===== src/cscd_pkg.sv =====
// Purpose: Shared constants and types for the switch configuration decoder.
// Assumes: One clock, synchronous active-high reset, APB register access.
// Notes: Byte offsets are word aligned; delay counts are in clock cycles.
package cscd_pkg;

  // ----------------------------------------------------------------------
  // Timing
  // ----------------------------------------------------------------------
  localparam int CLK_MHZ = 250;
  localparam int SETTLE_NS = 20;
  localparam int SETTLE_CYCLES = (SETTLE_NS * CLK_MHZ + 999) / 1000;
  localparam int ALARM_BOUND = SETTLE_CYCLES + 4;

  // ----------------------------------------------------------------------
  // Switch codes
  // ----------------------------------------------------------------------
  localparam logic [3:0] RATE_625K_CODE = 4'h7;
  localparam logic [3:0] RATE_BAD_MIN = 4'h8;
  localparam logic [7:0] IO_EXCHANGE_CODE = 8'h20;
  localparam logic [3:0] DEF_RATE = 4'h7;
  localparam logic [3:0] DEF_MODE = 4'h4;
  localparam logic [7:0] DEF_STATION = 8'h61;
  localparam logic [6:0] BYTES_16 = 7'h10;
  localparam logic [6:0] BYTES_32 = 7'h20;
  localparam logic [6:0] BYTES_48 = 7'h30;
  localparam logic [6:0] BYTES_64 = 7'h40;
  localparam logic [4:0] UNITS_16BIT = 5'h08;
  localparam logic [4:0] UNITS_8BIT = 5'h10;

  // ----------------------------------------------------------------------
  // Mode switch bit positions
  // ----------------------------------------------------------------------
  localparam int MODE_IO8_BIT = 0;
  localparam int MODE_BYTES_HI = 1;
  localparam int MODE_BYTES_LO = 2;

  // ----------------------------------------------------------------------
  // Register map
  // ----------------------------------------------------------------------
  localparam logic [7:0] OFS_CONFIG = 8'h00;
  localparam logic [7:0] OFS_STATUS = 8'h04;
  localparam logic [7:0] OFS_IRQ_STS = 8'h08;
  localparam logic [7:0] OFS_IRQ_MASK = 8'h0C;
  localparam logic [7:0] OFS_CONN_PEND = 8'h10;
  localparam logic [7:0] OFS_IO_DATA = 8'h14;
  localparam int IRQ_W = 3;
  localparam int IRQ_SETTING = 0;
  localparam int IRQ_SERIAL = 1;
  localparam int IRQ_BUS = 2;
  localparam logic [2:0] RST_IRQ_MASK = 3'h0;
  localparam logic [31:0] RD_ZERO = 32'h0000_0000;

  typedef struct packed {
    logic [3:0] rate;
    logic io8_mode;
    logic [1:0] bytes_code;
    logic [7:0] station;
    logic conn_en;
  } cscd_cfg_t;

  localparam cscd_cfg_t RST_CFG = '{DEF_RATE, 1'b0, 2'h1, DEF_STATION, 1'b0};

  typedef struct packed {
    logic valid;
    logic [7:0] code;
    logic [15:0] io;
  } cscd_cmd_t;

  typedef enum logic [1:0] {
    ST_SETTLE = 2'b00,
    ST_LATCH = 2'b01,
    ST_RUN = 2'b11
  } cscd_state_t;

endpackage


===== src/cscd_top.sv =====
// Purpose: Latches rate, mode and station switches once after power-on,
//   decodes them, flags bad rate settings and relays I/O exchange data.
// Assumes: SYS_RST is the power-on reset; error events are same-clock pulses.
// Notes: APB slave with zero wait states; unmapped addresses give PSLVERR.
//
// Decided for this implementation: the APB register port and the register offsets.
`timescale 1ns/100ps

// How it works
// RULE_01 - Switches captured only once after power-on
// RULE_02 - Rate switch seven selects 625 kbps
// RULE_03 - Rate eight or higher raises setting alarm
// RULE_04 - Rates zero to six raise no alarm
// RULE_05 - Mode bit one picks 16/8-bit occupied size
// RULE_06 - Mode bits two, three give byte count
// RULE_07 - Mode bit four is ignored
// RULE_08 - Station number is tens digit, ones digit
// RULE_09 - Operator keeps station within 03h to EFh
// RULE_10 - Operator keeps station numbers unique
// RULE_11 - Drives must run at 625 kbps
// RULE_12 - Connection enable applies after power cycle
// RULE_13 - Serial and fieldbus errors light separate indicators
// RULE_14 - Command 20h relays drive I/O signals
// RULE_15 - Configuration stable; alarm within fixed cycles
// RULE_16 - Master connects with 0Eh, releases with 0Fh; codes 0Eh and 0Fh are ignored here, only 20h is decoded
module cscd_top (
  input wire logic CLK, // system clock, 250 MHz
  input wire logic SYS_RST, // synchronous power-on reset
  input wire logic PSEL, // APB select
  input wire logic PENABLE, // APB enable
  input wire logic PWRITE, // APB direction
  input wire logic [7:0] PADDR, // APB byte address
  input wire logic [31:0] PWDATA, // APB write data
  output logic [31:0] PRDATA, // APB read data
  output logic PREADY, // APB ready
  output logic PSLVERR, // APB error
  input wire logic [3:0] RATE_SW, // rate_select_switch pins
  input wire logic [3:0] MODE_SW, // mode_select_switch pins
  input wire logic [3:0] STN_TENS_SW, // station upper digit switch
  input wire logic [3:0] STN_ONES_SW, // station lower digit switch
  input wire logic CONN_EN_STORED, // stored connection enable, addr 0
  input wire logic SERIAL_ERR_EVT, // serial-side error pulse
  input wire logic BUS_ERR_EVT, // fieldbus error pulse
  input wire cscd_pkg::cscd_cmd_t CMD, // incoming fieldbus command
  output cscd_pkg::cscd_cfg_t CFG, // latched configuration
  output logic RATE_625K, // rate decoded as 625 kbps
  output logic [6:0] XFER_BYTES, // transmission byte count
  output logic [4:0] MAX_UNITS, // attachable unit limit
  output logic CFG_VALID, // configuration latched
  output logic SETTING_ALARM, // setting-error alarm level
  output logic SERIAL_ERR_LED, // serial error indicator
  output logic GENERAL_ERR_LED, // fieldbus error indicator
  output logic CONN_EN_PEND, // pending connection enable to store
  output logic [15:0] DRV_IO, // relayed drive I/O signals
  output logic DRV_IO_STB, // relayed I/O strobe
  output logic IRQ // interrupt, high while unmasked bit set
);

  // ----------------------------------------------------------------------
  // Decode helpers
  // ----------------------------------------------------------------------
  function automatic logic [6:0] bytes_of(input logic [1:0] code);
    case (code)
      2'h0: bytes_of = cscd_pkg::BYTES_16;
      2'h1: bytes_of = cscd_pkg::BYTES_32;
      2'h2: bytes_of = cscd_pkg::BYTES_48;
      default: bytes_of = cscd_pkg::BYTES_64;
    endcase
  endfunction

  function automatic logic rate_bad(input logic [3:0] rate);
    rate_bad = (rate >= cscd_pkg::RATE_BAD_MIN);
  endfunction

  // ----------------------------------------------------------------------
  // Pin synchronisation
  // ----------------------------------------------------------------------
  logic [16:0] pins_sync;
  logic [3:0] s_rate;
  logic [3:0] s_mode;
  logic [7:0] s_station;
  logic s_conn;

  cscd_sync #(.W(17)) u_sync (
    .CLK(CLK),
    .SYS_RST(SYS_RST),
    .D({RATE_SW, MODE_SW, STN_TENS_SW, STN_ONES_SW, CONN_EN_STORED}),
    .Q(pins_sync)
  );

  assign s_rate = pins_sync[16:13];
  assign s_mode = pins_sync[12:9];
  assign s_station = pins_sync[8:1];
  assign s_conn = pins_sync[0];

  // ----------------------------------------------------------------------
  // Power-on load sequence
  // ----------------------------------------------------------------------
  cscd_pkg::cscd_state_t state_reg;
  cscd_pkg::cscd_state_t state_next;
  logic [7:0] cnt_reg;
  logic [7:0] cnt_next;
  cscd_pkg::cscd_cfg_t cfg_reg;
  cscd_pkg::cscd_cfg_t cfg_next;
  logic alarm_reg;
  logic alarm_next;
  logic setting_evt;

  always_comb begin
    state_next = state_reg;
    cnt_next = cnt_reg;
    cfg_next = cfg_reg;
    alarm_next = alarm_reg;
    setting_evt = 1'b0;
    case (state_reg)
      cscd_pkg::ST_SETTLE: begin
        cnt_next = cnt_reg + 8'h01;
        if (cnt_reg == 8'(cscd_pkg::SETTLE_CYCLES)) begin
          state_next = cscd_pkg::ST_LATCH;
        end
      end
      cscd_pkg::ST_LATCH: begin
        // Sampled once; later switch motion is never looked at again.
        cfg_next.rate = s_rate; // RULE_01
        // Mode bit 3 has no function, so only bits 0 to 2 are read.
        cfg_next.io8_mode = s_mode[cscd_pkg::MODE_IO8_BIT]; // RULE_05 RULE_07
        cfg_next.bytes_code = {s_mode[cscd_pkg::MODE_BYTES_HI],
                               s_mode[cscd_pkg::MODE_BYTES_LO]}; // RULE_06
        cfg_next.station = s_station; // RULE_08
        cfg_next.conn_en = s_conn; // RULE_12
        // Values 0 to 6 are unusable but raise nothing.
        alarm_next = rate_bad(s_rate); // RULE_03 RULE_04
        setting_evt = rate_bad(s_rate); // RULE_03
        state_next = cscd_pkg::ST_RUN;
      end
      cscd_pkg::ST_RUN: begin
        state_next = cscd_pkg::ST_RUN; // RULE_15
      end
      default: begin
        state_next = cscd_pkg::ST_SETTLE;
      end
    endcase
  end

  always_ff @(posedge CLK) begin
    if (SYS_RST) begin
      state_reg <= cscd_pkg::ST_SETTLE;
      cnt_reg <= 8'h00;
      cfg_reg <= cscd_pkg::RST_CFG;
      alarm_reg <= 1'b0;
    end else begin
      state_reg <= state_next;
      cnt_reg <= cnt_next;
      cfg_reg <= cfg_next;
      alarm_reg <= alarm_next;
    end
  end

  assign CFG = cfg_reg;
  assign CFG_VALID = (state_reg == cscd_pkg::ST_RUN);
  assign SETTING_ALARM = alarm_reg;
  assign RATE_625K = (cfg_reg.rate == cscd_pkg::RATE_625K_CODE); // RULE_02
  assign XFER_BYTES = bytes_of(cfg_reg.bytes_code); // RULE_06
  assign MAX_UNITS = cfg_reg.io8_mode ? cscd_pkg::UNITS_8BIT
                                      : cscd_pkg::UNITS_16BIT; // RULE_05

  // ----------------------------------------------------------------------
  // I/O exchange relay
  // ----------------------------------------------------------------------
  logic [15:0] io_reg;
  logic [15:0] io_next;
  logic stb_reg;
  logic stb_next;

  always_comb begin
    io_next = io_reg;
    stb_next = 1'b0;
    if (CMD.valid && CMD.code == cscd_pkg::IO_EXCHANGE_CODE) begin
      io_next = CMD.io; // RULE_14
      stb_next = 1'b1; // RULE_14
    end
  end

  always_ff @(posedge CLK) begin
    if (SYS_RST) begin
      io_reg <= 16'h0000;
      stb_reg <= 1'b0;
    end else begin
      io_reg <= io_next;
      stb_reg <= stb_next;
    end
  end

  assign DRV_IO = io_reg;
  assign DRV_IO_STB = stb_reg;

  // ----------------------------------------------------------------------
  // APB registers and interrupts
  // ----------------------------------------------------------------------
  logic [2:0] sts_reg;
  logic [2:0] sts_next;
  logic [2:0] mask_reg;
  logic [2:0] mask_next;
  logic pend_reg;
  logic pend_next;
  logic [31:0] rdata_reg;
  logic [31:0] rdata_next;
  logic err_reg;
  logic err_next;
  logic wr_en;
  logic setup;
  logic [2:0] events;
  logic [2:0] clr;

  assign setup = PSEL && !PENABLE;
  assign wr_en = PSEL && PENABLE && PWRITE;
  assign events = {BUS_ERR_EVT, SERIAL_ERR_EVT, setting_evt};

  always_comb begin
    mask_next = mask_reg;
    pend_next = pend_reg;
    clr = 3'h0;
    if (wr_en && PADDR == cscd_pkg::OFS_IRQ_STS) begin
      clr = PWDATA[2:0];
    end
    if (wr_en && PADDR == cscd_pkg::OFS_IRQ_MASK) begin
      mask_next = PWDATA[2:0];
    end
    // The stored copy only takes effect at the next power-on load.
    if (wr_en && PADDR == cscd_pkg::OFS_CONN_PEND) begin
      pend_next = PWDATA[0]; // RULE_12
    end
    // A new event in the clearing cycle survives the clear.
    sts_next = (sts_reg & ~clr) | events; // RULE_13
    rdata_next = rdata_reg;
    err_next = err_reg;
    if (setup) begin
      err_next = 1'b0;
      case (PADDR)
        cscd_pkg::OFS_CONFIG: rdata_next = {16'h0000, cfg_reg};
        cscd_pkg::OFS_STATUS:
          rdata_next = {28'h000_0000, cfg_reg.conn_en, RATE_625K,
                        alarm_reg, CFG_VALID};
        cscd_pkg::OFS_IRQ_STS: rdata_next = {29'h0000_0000, sts_reg};
        cscd_pkg::OFS_IRQ_MASK: rdata_next = {29'h0000_0000, mask_reg};
        cscd_pkg::OFS_CONN_PEND: rdata_next = {31'h0000_0000, pend_reg};
        cscd_pkg::OFS_IO_DATA: rdata_next = {16'h0000, io_reg};
        default: begin
          rdata_next = cscd_pkg::RD_ZERO;
          err_next = 1'b1;
        end
      endcase
    end
  end

  always_ff @(posedge CLK) begin
    if (SYS_RST) begin
      sts_reg <= 3'h0;
      mask_reg <= cscd_pkg::RST_IRQ_MASK;
      pend_reg <= 1'b0;
      rdata_reg <= cscd_pkg::RD_ZERO;
      err_reg <= 1'b0;
    end else begin
      sts_reg <= sts_next;
      mask_reg <= mask_next;
      pend_reg <= pend_next;
      rdata_reg <= rdata_next;
      err_reg <= err_next;
    end
  end

  assign PREADY = 1'b1;
  assign PRDATA = rdata_reg;
  assign PSLVERR = err_reg && PSEL && PENABLE;
  assign IRQ = |(sts_reg & mask_reg);
  assign CONN_EN_PEND = pend_reg;
  assign SERIAL_ERR_LED = sts_reg[cscd_pkg::IRQ_SERIAL]; // RULE_13
  assign GENERAL_ERR_LED = sts_reg[cscd_pkg::IRQ_BUS]; // RULE_13

  // ----------------------------------------------------------------------
  // Assertions
  // ----------------------------------------------------------------------
  localparam int AB = cscd_pkg::ALARM_BOUND;
  logic [3:0] rst_cnt_reg;
  logic [3:0] rst_cnt_next;

  always_comb begin
    rst_cnt_next = (rst_cnt_reg == 4'hF) ? rst_cnt_reg : rst_cnt_reg + 4'h1;
  end

  always_ff @(posedge CLK) begin
    if (SYS_RST) begin
      rst_cnt_reg <= 4'h0;
    end else begin
      rst_cnt_reg <= rst_cnt_next;
    end
  end
endmodule


===== src/cscd_sync.sv =====
// Purpose: Two-stage synchroniser for the switch and stored-parameter pins.
// Assumes: Inputs are slow static levels from outside the clock domain.
// Notes: The first stage feeds only the second stage.
`timescale 1ns/100ps
module cscd_sync #(
  parameter int W = 17
) (
  input wire logic CLK, // system clock
  input wire logic SYS_RST, // synchronous reset, active high
  input wire logic [W-1:0] D, // asynchronous level inputs
  output logic [W-1:0] Q // synchronised levels
);

  logic [W-1:0] meta_reg;
  logic [W-1:0] meta_next;
  logic [W-1:0] q_reg;
  logic [W-1:0] q_next;

  always_comb begin
    meta_next = D;
    q_next = meta_reg;
  end

  always_ff @(posedge CLK) begin
    if (SYS_RST) begin
      meta_reg <= '0;
      q_reg <= '0;
    end else begin
      meta_reg <= meta_next;
      q_reg <= q_next;
    end
  end

  assign Q = q_reg;

endmodule


===== config.mk =====
export PLATFORM = sky130hd
export DESIGN_NAME = cscd_top
export DESIGN_NICKNAME = d
export VERILOG_FILES = /design/src/cscd_pkg.sv /design/src/cscd_top.sv /design/src/cscd_sync.sv
export SDC_FILE = /design/constraint.sdc
export NUM_CORES = 1
export LEC_CHECK = 0
export ABC_AREA = 1
export BUFFER_PORTS_ARGS = -buffer_cell sky130_fd_sc_hd__buf_2
export CAP_MARGIN = 0
export CORE_ASPECT_RATIO = 1.25
export CORE_MARGIN = 3
export CORE_UTILIZATION = 43
export DETAILED_ROUTE_END_ITERATION = 8
export PLACE_DENSITY_LB_ADDON = 0.2
export REMOVE_ABC_BUFFERS = 1
export SYNTH_ARGS = -nofsm -noshare
export SYNTH_HDL_FRONTEND = slang
export SYNTH_SLANG_ARGS = --single-unit

===== constraint.sdc =====
create_clock -name CLK -period 1.2 [get_ports CLK]
set_input_delay 0.12 -clock CLK [delete_from_list [all_inputs] [get_ports CLK]]
set_output_delay 0.12 -clock CLK [all_outputs]
set_load 0.05 [all_outputs]

==> reports/metrics.yaml, run 1 <==
rsz0062_at_grt: "true"
clk_pin_slew_ps: 70
grt_pass1_wl_um: 16100
crit_arrival_ps: 1210
power_per_cell_area_nw_per_um2: 1250
cts_buffers: 9
die-area_um2: 10700
grt_use_total_pct: 18.9
crit_fanout: 4
viasPerCell: 4.52
clock_skew_ps: 6.76
grt_max_degree: 39
core_um2: 9220
grt_overflow: 0
ant_nets: 0
syn_inst: 555
routabilityCongestion: 0.823
yosys-top-cells-area: "dfxtp_1 49%, nor2_1 10%, nand2_1 10%, inv_1 5.8%, buf_4 5.0%"
initial_core_util_pct: 44.3
clockBufferDepth: 2
fin_crit_sh_pct: 111
htreeDepth: 3
p_leak_nw: 2.76
antenna_found_initial: 0
end_kind: "output port"
drt-initial-drc-count: 158
synth_top_area_cell: "dfxtp_1"
netlist_area_um2: 4090
max_freq_mhz: 752
cts_tree: "done"
fin_ws_ps: -129
layout-drive-gt1-share_pct: 31.2
die_height_um: 115
stdcell_count: 847
rows: 39
status: "complete, but fails checks"
dp_hpwl_um: 7350
clock_latency_ps: 340
setup_viol: 7
crit_required_ps: 1080
regArea_um2: 2020
synth_cell_type_count: 30
yosys_warnings: 0
num-fill-cells: 834
grt_pass1_vias: 3508
ys_seq_area_share_pct: 48.9
final_cell_mix: "109 x buf_2, 107 x nor2_1, 106 x nand2_1, 88 x dfxtp_1, 59 x inv_1"
cts.sinks: 100
drt_pre_antenna_iters: 4
layout_commonest_cell: "buf_2"
timing.hold.ws_ps: 23.3
dp_cells: 807
avgSynthCellArea_um2: 7.37
drc: 0
synth_top_area_share_pct: 48.9
worst_ir_drop_vdd_mv: 0.625
cp-start-kind: "flip-flop"
critPathKind: "reg2out"
period_minus_slack_ps: 1330
fin_util_pct: 61.3
violations: "setup timing"
timing.max_cap.violations: 0
wl_per_cell_um: 12.0
drv_slew: 0
num_antenna_cells: 0
clockRootBuffer: "clkbuf_16"
hold_path_class: "in2reg"
ios: 175
multi_input_area_um2: 1790
die_w_um: 93.2
nNetsFinal: 813
drt_wl_total_um: 10200
io_buffers: 120
vias: 3828
area_delta_synth_final_pct: 38.3
hold_viol_final: 0
synth-seq-cells: 100
==> worst paths after layout <==
check                          start       endpoint  slack [ps]  cells after the start
hold / removal                CMD[6]      DRV_IO[6]          20                      3
hold reg to reg   u_sync.meta_reg[0]    u_sync.Q[0]         400                      2
setup / recovery             CFG[10]  XFER_BYTES[4]        -130                      5
setup reg to reg        state_reg[0]     cnt_reg[6]         -50                      7
==> metal layers <==
layer	share of wire, %	global-route usage (%)	vias up
li1	-	-	2000
met3	5.0	2.88	15
met1	41	22.5	1721
met2	52	33.1	92
met4	2.1	8.99	0
met5	0	0	-
==> synthesized netlist by cell type <==
master and n:
o21a_1 1, o211ai_1 2, nand2_4 1, nor2_2 5, nand4_1 2, o21ai_2 1, nor2_4 4, nor3b_1 1
nor4_2 1, buf_4 27, nand3_1 25, buf_1 1, nand2_1 110, a21oi_1 29, dfxtp_1 100, inv_1 63
and3_1 1, nand3_2 1, conb_1 2, nor4_1 1, buf_2 5, nand2_2 2, nor2_1 111, nor3_1 4
clkbuf_1 11, inv_2 1, o21ai_0 35, o21bai_1 2, o41ai_1 1, ha_1 5
==> power breakdown <==
group          switching [mW]  total, mW  internal [mW]  leakage, nW
Sequential             0.0565       3.47           3.41        0.819
Combinational           0.575      0.868          0.292         1.80
Clock                    1.26       2.74           1.48        0.139
==> logic make-up after synthesis <==
kind of cell	share of synthesized area [%]
buffers and inverters	12.5
other	0.184
AOI/OAI and AO/OA	9.18
and+or+nand+nor	27.6
adders and majority gates	1.53
DFF	48.9
==> through the flow <==
stage	power, mW	TNS, ps	instance area, µm²	setup WS, ps
2_1_floorplan	4.01	-4980	3900	-1130
3_3_place_gp	4.28	0	4920	2.09
3_5_place_dp	4.30	-391	4920	-65.3
4_1_cts	7.10	-423	5530	-150
5_1_grt	7.36	-849	5660	-185
6_report	7.08	-407	5660	-129
==> critical path, stage by stage (launching register included) <==
cell and delay [ps]:
dfxtp_4 390, inv_4 40, ha_4 150, nor2_4 100
nor2_2 40, buf_6 140
==> area by class of cell <==
| cell class | count | area share, % |
|---|---|---|
| well taps | 123 | 2.72 |
| multi-input cells | 369 | 31.6 |
| flip-flops and latches | 100 | 35.8 |
| inverters | 64 | 4.34 |
| clock buffers | 10 | 4.23 |
| clock inverters | 6 | 0.841 |
| repair buffers | 175 | 20.5 |
==> repair_timing <==
item                                    CTS  global route
buffers inserted                          2             4
resized for setup                        44            29
hold buffers                             18             0
pin swaps                                 7             9
hold endpoints to repair                 18             0
endpoints found under the setup margin   12            15
(Power assumes the default switching activity.)
==> inputs of run 2 (changes only) <==
CELL_PAD_IN_SITES_DETAIL_PLACEMENT = 0   (was default)
CELL_PAD_IN_SITES_GLOBAL_PLACEMENT = 2   (was default)
CORE_UTILIZATION = 22   (was 43)
==> run 2 against run 1 <==
  * The flow still finishes with violations (setup timing)
  * Clock power rose by 2%
  * Count of clock-buffer cells in the layout fell by 1
  * Die area rose by 89%
  * Worst setup slack improved by 14 ps
  * Flip-flop and latch count did not move
  * Critical path depth did not move
  * Cell area rose by 3.8%
  * Largest power group unchanged
==> reports/metrics.yaml, run 2 (synthesis gave the netlist of run 1 again) <==
layout_commonest_cell: "buf_2"  # unchanged
drt-initial-drc-count: 170  # was 158
r2r_slack_ps: -20  # was -50 ps
r2r-end: "cnt_reg[7]"  # was cnt_reg[6]
worst_ir_drop_vdd_mv: 0.637  # was 0.625 mV
crit_arrival_ps: 1200  # was 1210 ps
sequentialPowerShare_pct: 48.4  # was 49.0%
grt_use_total_pct: 11.8  # was 18.9%
postLayoutCellArea_um2: 5870  # was 5660 µm²
power.internal_mw: 5.15  # was 5.18 mW
reg2reg_from: "state_reg[0]"  # unchanged
timing.hold.ws_ps: 29.3  # was 23.3 ps
p_clk_share_pct: 39.2  # was 38.8%
setup_viol: 6  # was 7
rsz0062_at_grt: "true"  # unchanged
use_met1_pct: 14.1  # was 22.5%
num_antenna_cells: 0  # unchanged
end_kind: "output port"  # unchanged
htreeDepth: 3  # unchanged
final_cell_mix: "108 x buf_2, 107 x nor2_1, 106 x nand2_1, 85 x dfxtp_1, 59 x inv_1"  # was 109 x buf_2, 107 x nor2_1, 106 x nand2_1, 88 x dfxtp_1, 59 x inv_1
dp_cells: 925  # was 807
max_freq_mhz: 760  # was 752 MHz
routabilityCongestion: 0.748  # was 0.823
nNetsFinal: 827  # was 813
cp-start-kind: "flip-flop"  # unchanged
grt_pass1_vias: 3618  # was 3508
place_area_um2: 5170  # was 4920 µm²
pwr-share-comb_pct: 12.4  # was 12.3%
dp_hpwl_um: 9320  # was 7350 µm
die_w_um: 128  # was 93.2 µm
antenna_found_initial: 0  # unchanged
initial_core_util_pct: 22.5  # was 44.3%
drt_pre_antenna_iters: 5  # was 4
grtUsageMet2_pct: 21.5  # was 33.1%
vias: 3797  # was 3828
io_buffers: 120  # unchanged
crit_required_ps: 1080  # about the same
cts.sinks: 100  # unchanged
cts_buffers: 9  # unchanged
clock_skew_ps: 6.34  # was 6.76 ps
p_leak_nw: 2.82  # was 2.76 nW
setup_tns_ps: -357  # was -407 ps
grt_use_met3_pct: 2.05  # was 2.88%
period_minus_slack_ps: 1320  # was 1330 ps
core_um2: 18200  # was 9220 µm²
ios: 175  # unchanged
grt_pass1_wl_um: 18800  # was 16100 µm
fin_crit_sh_pct: 110  # was 111%
hold_viol_final: 0  # unchanged
drv_slew: 0  # unchanged
rows: 55  # was 39
layout-drive-gt1-share_pct: 32.2  # was 31.2%
fin_ws_ps: -116  # was -129 ps
viasPerCell: 3.93  # was 4.52
die_height_um: 158  # was 115 µm
grt_overflow: 0  # unchanged
cts_tree: "done"  # unchanged
area_delta_synth_final_pct: 43.5  # was 38.3%
crit_start: "CFG[9]"  # was CFG[10]
grt-busiest-layer: "met2"  # unchanged
clock_latency_ps: 340  # about the same
crit_fanout: 3  # was 4
drt_wl_total_um: 12200  # was 10200 µm
clk_pin_slew_ps: 70  # about the same
clockRootBuffer: "clkbuf_16"  # unchanged
timing.max_cap.violations: 0  # unchanged
grt_max_degree: 34  # was 39
stdcell_count: 966  # was 847
switching_share_pct: 27.9  # was 26.8%
fin_util_pct: 32.3  # was 61.3%
switching_power_mw: 2.00  # was 1.90 mW
power_per_cell_area_nw_per_um2: 1220  # was 1250 nW/µm²
critPathKind: "reg2out"  # unchanged
die-area_um2: 20300  # was 10700 µm²
worst_hold_path.num_cells: 3  # unchanged
violations: "setup timing"  # unchanged
clockBufferDepth: 2  # unchanged
cp-endpoint: "XFER_BYTES[4]"  # unchanged
ant_nets: 0  # unchanged
wl_per_cell_um: 12.6  # was 12.0 µm
reg2reg_depth: 9  # was 7
status: "complete, but fails checks"  # unchanged
drc: 0  # unchanged
hold_path_class: "in2reg"  # unchanged
[run 2: changes by cell type in the layout (fill, tap and decap cells not counted), moves of 2 or more]
cell     change
buf_4       +13
buf_6        +3
dfxtp_1      -3
a21oi_1      +2
a21oi_2      -2
dfxtp_2      +2
nor2_2       +2
nor2_4       -2
nor3_2       -2
[run 2: worst min path at each step]
stage	start	endpoint
after CTS	CMD[4]	DRV_IO[4]
after detailed placement	STN_TENS_SW[1]	u_sync.meta_reg[6]
after global routing	CMD[8]	DRV_IO[8]
after global placement	MODE_SW[1]	u_sync.meta_reg[10]
final	CMD[6]	DRV_IO[6]
after floorplan	SYS_RST	CFG[15]
[run 2: metrics by stage]
stage / setup WS (ps) / power [mW]
CTS: -156 / 7.25
global route: -180 / 7.48
finish: -116 / 7.15
floorplan: -1130 / 4.01
detailed placement: -115 / 4.34
global placement: -75.4 / 4.33
[run 2: area by class of cell]
type | count | area, µm²
fill | 2021 | 12300
sequential | 100 | 2030
multi-input combinational | 369 | 1750
timing repair buffer | 189 | 1280
tap | 228 | 285
inverter | 64 | 245
clock buffer | 9 | 225
clock inverter | 7 | 56.3
[run 2: per-layer routing]
metal  routed length [µm]  share of wire, %  up-vias
met5                    0                 0        -
met4                  132               1.1        0
met3                  458               3.8        9
met2                 6410                53       64
met1                 5160                42     1698
li1                     -                 -     2026
[run 2: power by group through the flow]
stage,clock network (mW),registers (mW),logic [mW]
CTS,2.91,3.46,0.882
global route,3.04,3.47,0.971
detailed placement,0,3.54,0.798
floorplan,0,3.62,0.391
finish,2.80,3.46,0.889
global placement,0,3.54,0.790
[run 2: timing repair]
action                                  4_1_cts  5_1_grt
endpoints found under the setup margin       10       16
setup buffers                                 5        2
hold buffers                                 18        0
pin swaps                                     7       10
hold endpoints to repair                     18        0
resized for setup                            43       29
[run 2: critical path, cell delays in order (launching register included)]
cell	delay, ps
dfxtp_2	370
inv_4	60
ha_4	160
nor2_4	90
nor2_2	40
buf_6	140
==> inputs of run 3 (changes only) <==
==> constraint.sdc (replaced) <==
create_clock -name CLK -period 1.2 [get_ports CLK]
set_input_delay 0.12 -clock CLK [delete_from_list [all_inputs] [get_ports CLK]]
set_output_delay 0.12 -clock CLK [all_outputs]
set_load 0.02 [all_outputs]
==> run 3 against run 2 <==
  * The flow still finishes with violations (setup timing)
  * Clock power rose by 11%
  * Flip-flop and latch count did not move
  * Global-route usage increased by 0.13 points
  * Wire length increased by 1.2%
  * Maximum frequency down 0.18%
  * Total power up 1.5%
  * Core utilization grew 0.37 points
  * Via count is 1.6% higher
  * Cell area increased by 1.1%
  * Critical endpoint unchanged
  * Largest cell class unchanged
==> reports/metrics.yaml, run 3 (synthesis gave the netlist of run 1 again) <==
vias: 3858  # was 3797
drt-initial-drc-count: 100  # was 170
power_per_cell_area_nw_per_um2: 1220  # about the same
grt_use_total_pct: 11.9  # was 11.8%
r2r-end: "cnt_reg[7]"  # unchanged
postLayoutCellArea_um2: 5940  # was 5870 µm²
grt_overflow: 0  # unchanged
p_leak_nw: 2.84  # was 2.82 nW
rsz0062_at_grt: "true"  # unchanged
worst_ir_drop_vdd_mv: 0.738  # was 0.637 mV
viasPerCell: 3.98  # was 3.93
area_delta_synth_final_pct: 45.2  # was 43.5%
place_area_um2: 5160  # was 5170 µm²
initial_core_util_pct: 22.5  # unchanged
wl_per_cell_um: 12.7  # was 12.6 µm
grt_pass1_vias: 3601  # was 3618
htreeDepth: 3  # unchanged
hold_viol_final: 0  # unchanged
status: "complete, but fails checks"  # unchanged
clock_skew_ps: 8.52  # was 6.34 ps
max_freq_mhz: 759  # was 760 MHz
stdcell_count: 969  # was 966
antenna_found_initial: 0  # unchanged
setup_tns_ps: -305  # was -357 ps
clockBufferDepth: 2  # unchanged
num_antenna_cells: 0  # unchanged
crit_arrival_ps: 1200  # about the same
timing.max_cap.violations: 0  # unchanged
rows: 55  # unchanged
fin_util_pct: 32.7  # was 32.3%
ios: 175  # unchanged
layout_commonest_cell: "buf_2"  # unchanged
period_minus_slack_ps: 1320  # about the same
die_w_um: 128  # unchanged
num-fill-cells: 2049  # was 2021
cp-start-kind: "flip-flop"  # unchanged
drt_pre_antenna_iters: 4  # was 5
dp_cells: 924  # was 925
layout-drive-gt1-share_pct: 32.3  # was 32.2%
fin_ws_ps: -118  # was -116 ps
cts_tree: "done"  # unchanged
die-area_um2: 20300  # unchanged
crit_fanout: 3  # unchanged
r2r_slack_ps: -40  # was -20 ps
min_from: "CMD[12]"  # was CMD[6]
routabilityCongestion: 0.744  # was 0.748
critPathKind: "reg2out"  # unchanged
clockRootBuffer: "clkbuf_16"  # unchanged
fin_crit_sh_pct: 110  # about the same
final_cell_mix: "115 x buf_2, 108 x nor2_1, 105 x nand2_1, 85 x dfxtp_1, 59 x inv_1"  # was 108 x buf_2, 107 x nor2_1, 106 x nand2_1, 85 x dfxtp_1, 59 x inv_1
io_buffers: 120  # unchanged
cts.sinks: 100  # unchanged
grt_pass1_wl_um: 18600  # was 18800 µm
worst_hold_path.num_cells: 3  # unchanged
hold-path-endpoint: "DRV_IO[12]"  # was DRV_IO[6]
p_total_mw: 7.26  # was 7.15 mW
drt_wl_total_um: 12300  # was 12200 µm
cts_buffers: 9  # unchanged
drv_slew: 0  # unchanged
ant_nets: 0  # unchanged
die_height_um: 158  # unchanged
drc: 0  # unchanged
violations: "setup timing"  # unchanged
end_kind: "output port"  # unchanged
reg2reg_depth: 9  # unchanged
hold_path_class: "in2reg"  # unchanged
nNetsFinal: 830  # was 827
crit_required_ps: 1080  # about the same
grt_max_degree: 34  # unchanged
setup_viol: 6  # unchanged
core_um2: 18200  # unchanged
clock_latency_ps: 360  # was 340 ps
reg2reg_from: "state_reg[0]"  # unchanged
dp_hpwl_um: 9410  # was 9320 µm
clk_pin_slew_ps: 70  # about the same
## run 3: changes by cell type in the layout (fill, tap and decap cells not counted), moves of 2 or more
| cell | before | now |
|---|---|---|
| buf_8 | 2 | 0 |
| nand2_4 | 1 | 3 |
| clkinvlp_4 | 0 | 2 |
| clkinv_2 | 2 | 0 |
| dlygate4sd3_1 | 18 | 21 |
| ha_2 | 2 | 0 |
| clkinv_8 | 0 | 2 |
| buf_4 | 49 | 45 |
| o21ai_1 | 3 | 1 |
| nor2_2 | 7 | 5 |
| buf_2 | 108 | 115 |
| clkbuf_4 | 2 | 0 |
## run 3: report_power, final
part           switching [mW]  internal, mW
Combinational           0.400         0.297
Clock                    1.43          1.67
Sequential             0.0563          3.41
## run 3: layer usage
layer | global-route usage, % | vias to the layer above | part of all wire [%]
met3 | 1.88 | 16 | 3.8
li1 | - | 2030 | -
met1 | 13.7 | 1741 | 41
met2 | 21.4 | 71 | 52
met4 | 5.76 | 0 | 2.4
met5 | 0 | - | 0
## run 3: cell type report
type	count	area, µm²	share of cell area [%]
clock buffer	9	225	3.79
clock inverter	7	95.1	1.60
inverter	64	243	4.09
multi-input combinational	369	1780	29.9
sequential	100	2030	34.2
tap	228	285	4.81
timing repair buffer	192	1280	21.6
## run 3: worst max-delay path by stage
| stage | cells after the start | from | slack (ps) | to |
|---|---|---|---|---|
| after floorplan | 6 | CFG[12] | -270 | PRDATA[2] |
| after CTS | 5 | CFG[9] | -160 | XFER_BYTES[4] |
| after global routing | 5 | CFG[9] | -170 | XFER_BYTES[4] |
| final | 5 | CFG[9] | -120 | XFER_BYTES[4] |
| after detailed placement | 6 | CMD[19] | -120 | DRV_IO[3] |
| after global placement | 9 | PADDR[1] | -80 | PRDATA[10] |
## run 3: timing repair
action / CTS / global route
hold endpoints to repair: 21 / 0
pin swaps: 3 / 10
setup endpoints to repair: 10 / 13
hold buffers: 21 / 0
buffers inserted: 5 / 4
resized for setup: 37 / 27
## run 3: worst max-delay path, cell delays in order (launching register included)
cell	delay, ps
dfxtp_4	370
inv_4	50
ha_4	150
nor2_2	90
nor2_1	40
buf_4	150
## run 3: stage by stage
step / hold WS, ps / setup WS, ps
detailed placement: 325 / -116
global placement: 324 / -79.8
global route: 28.3 / -173
floorplan: 189 / -269
finish: 14.1 / -118
CTS: 1.96 / -162
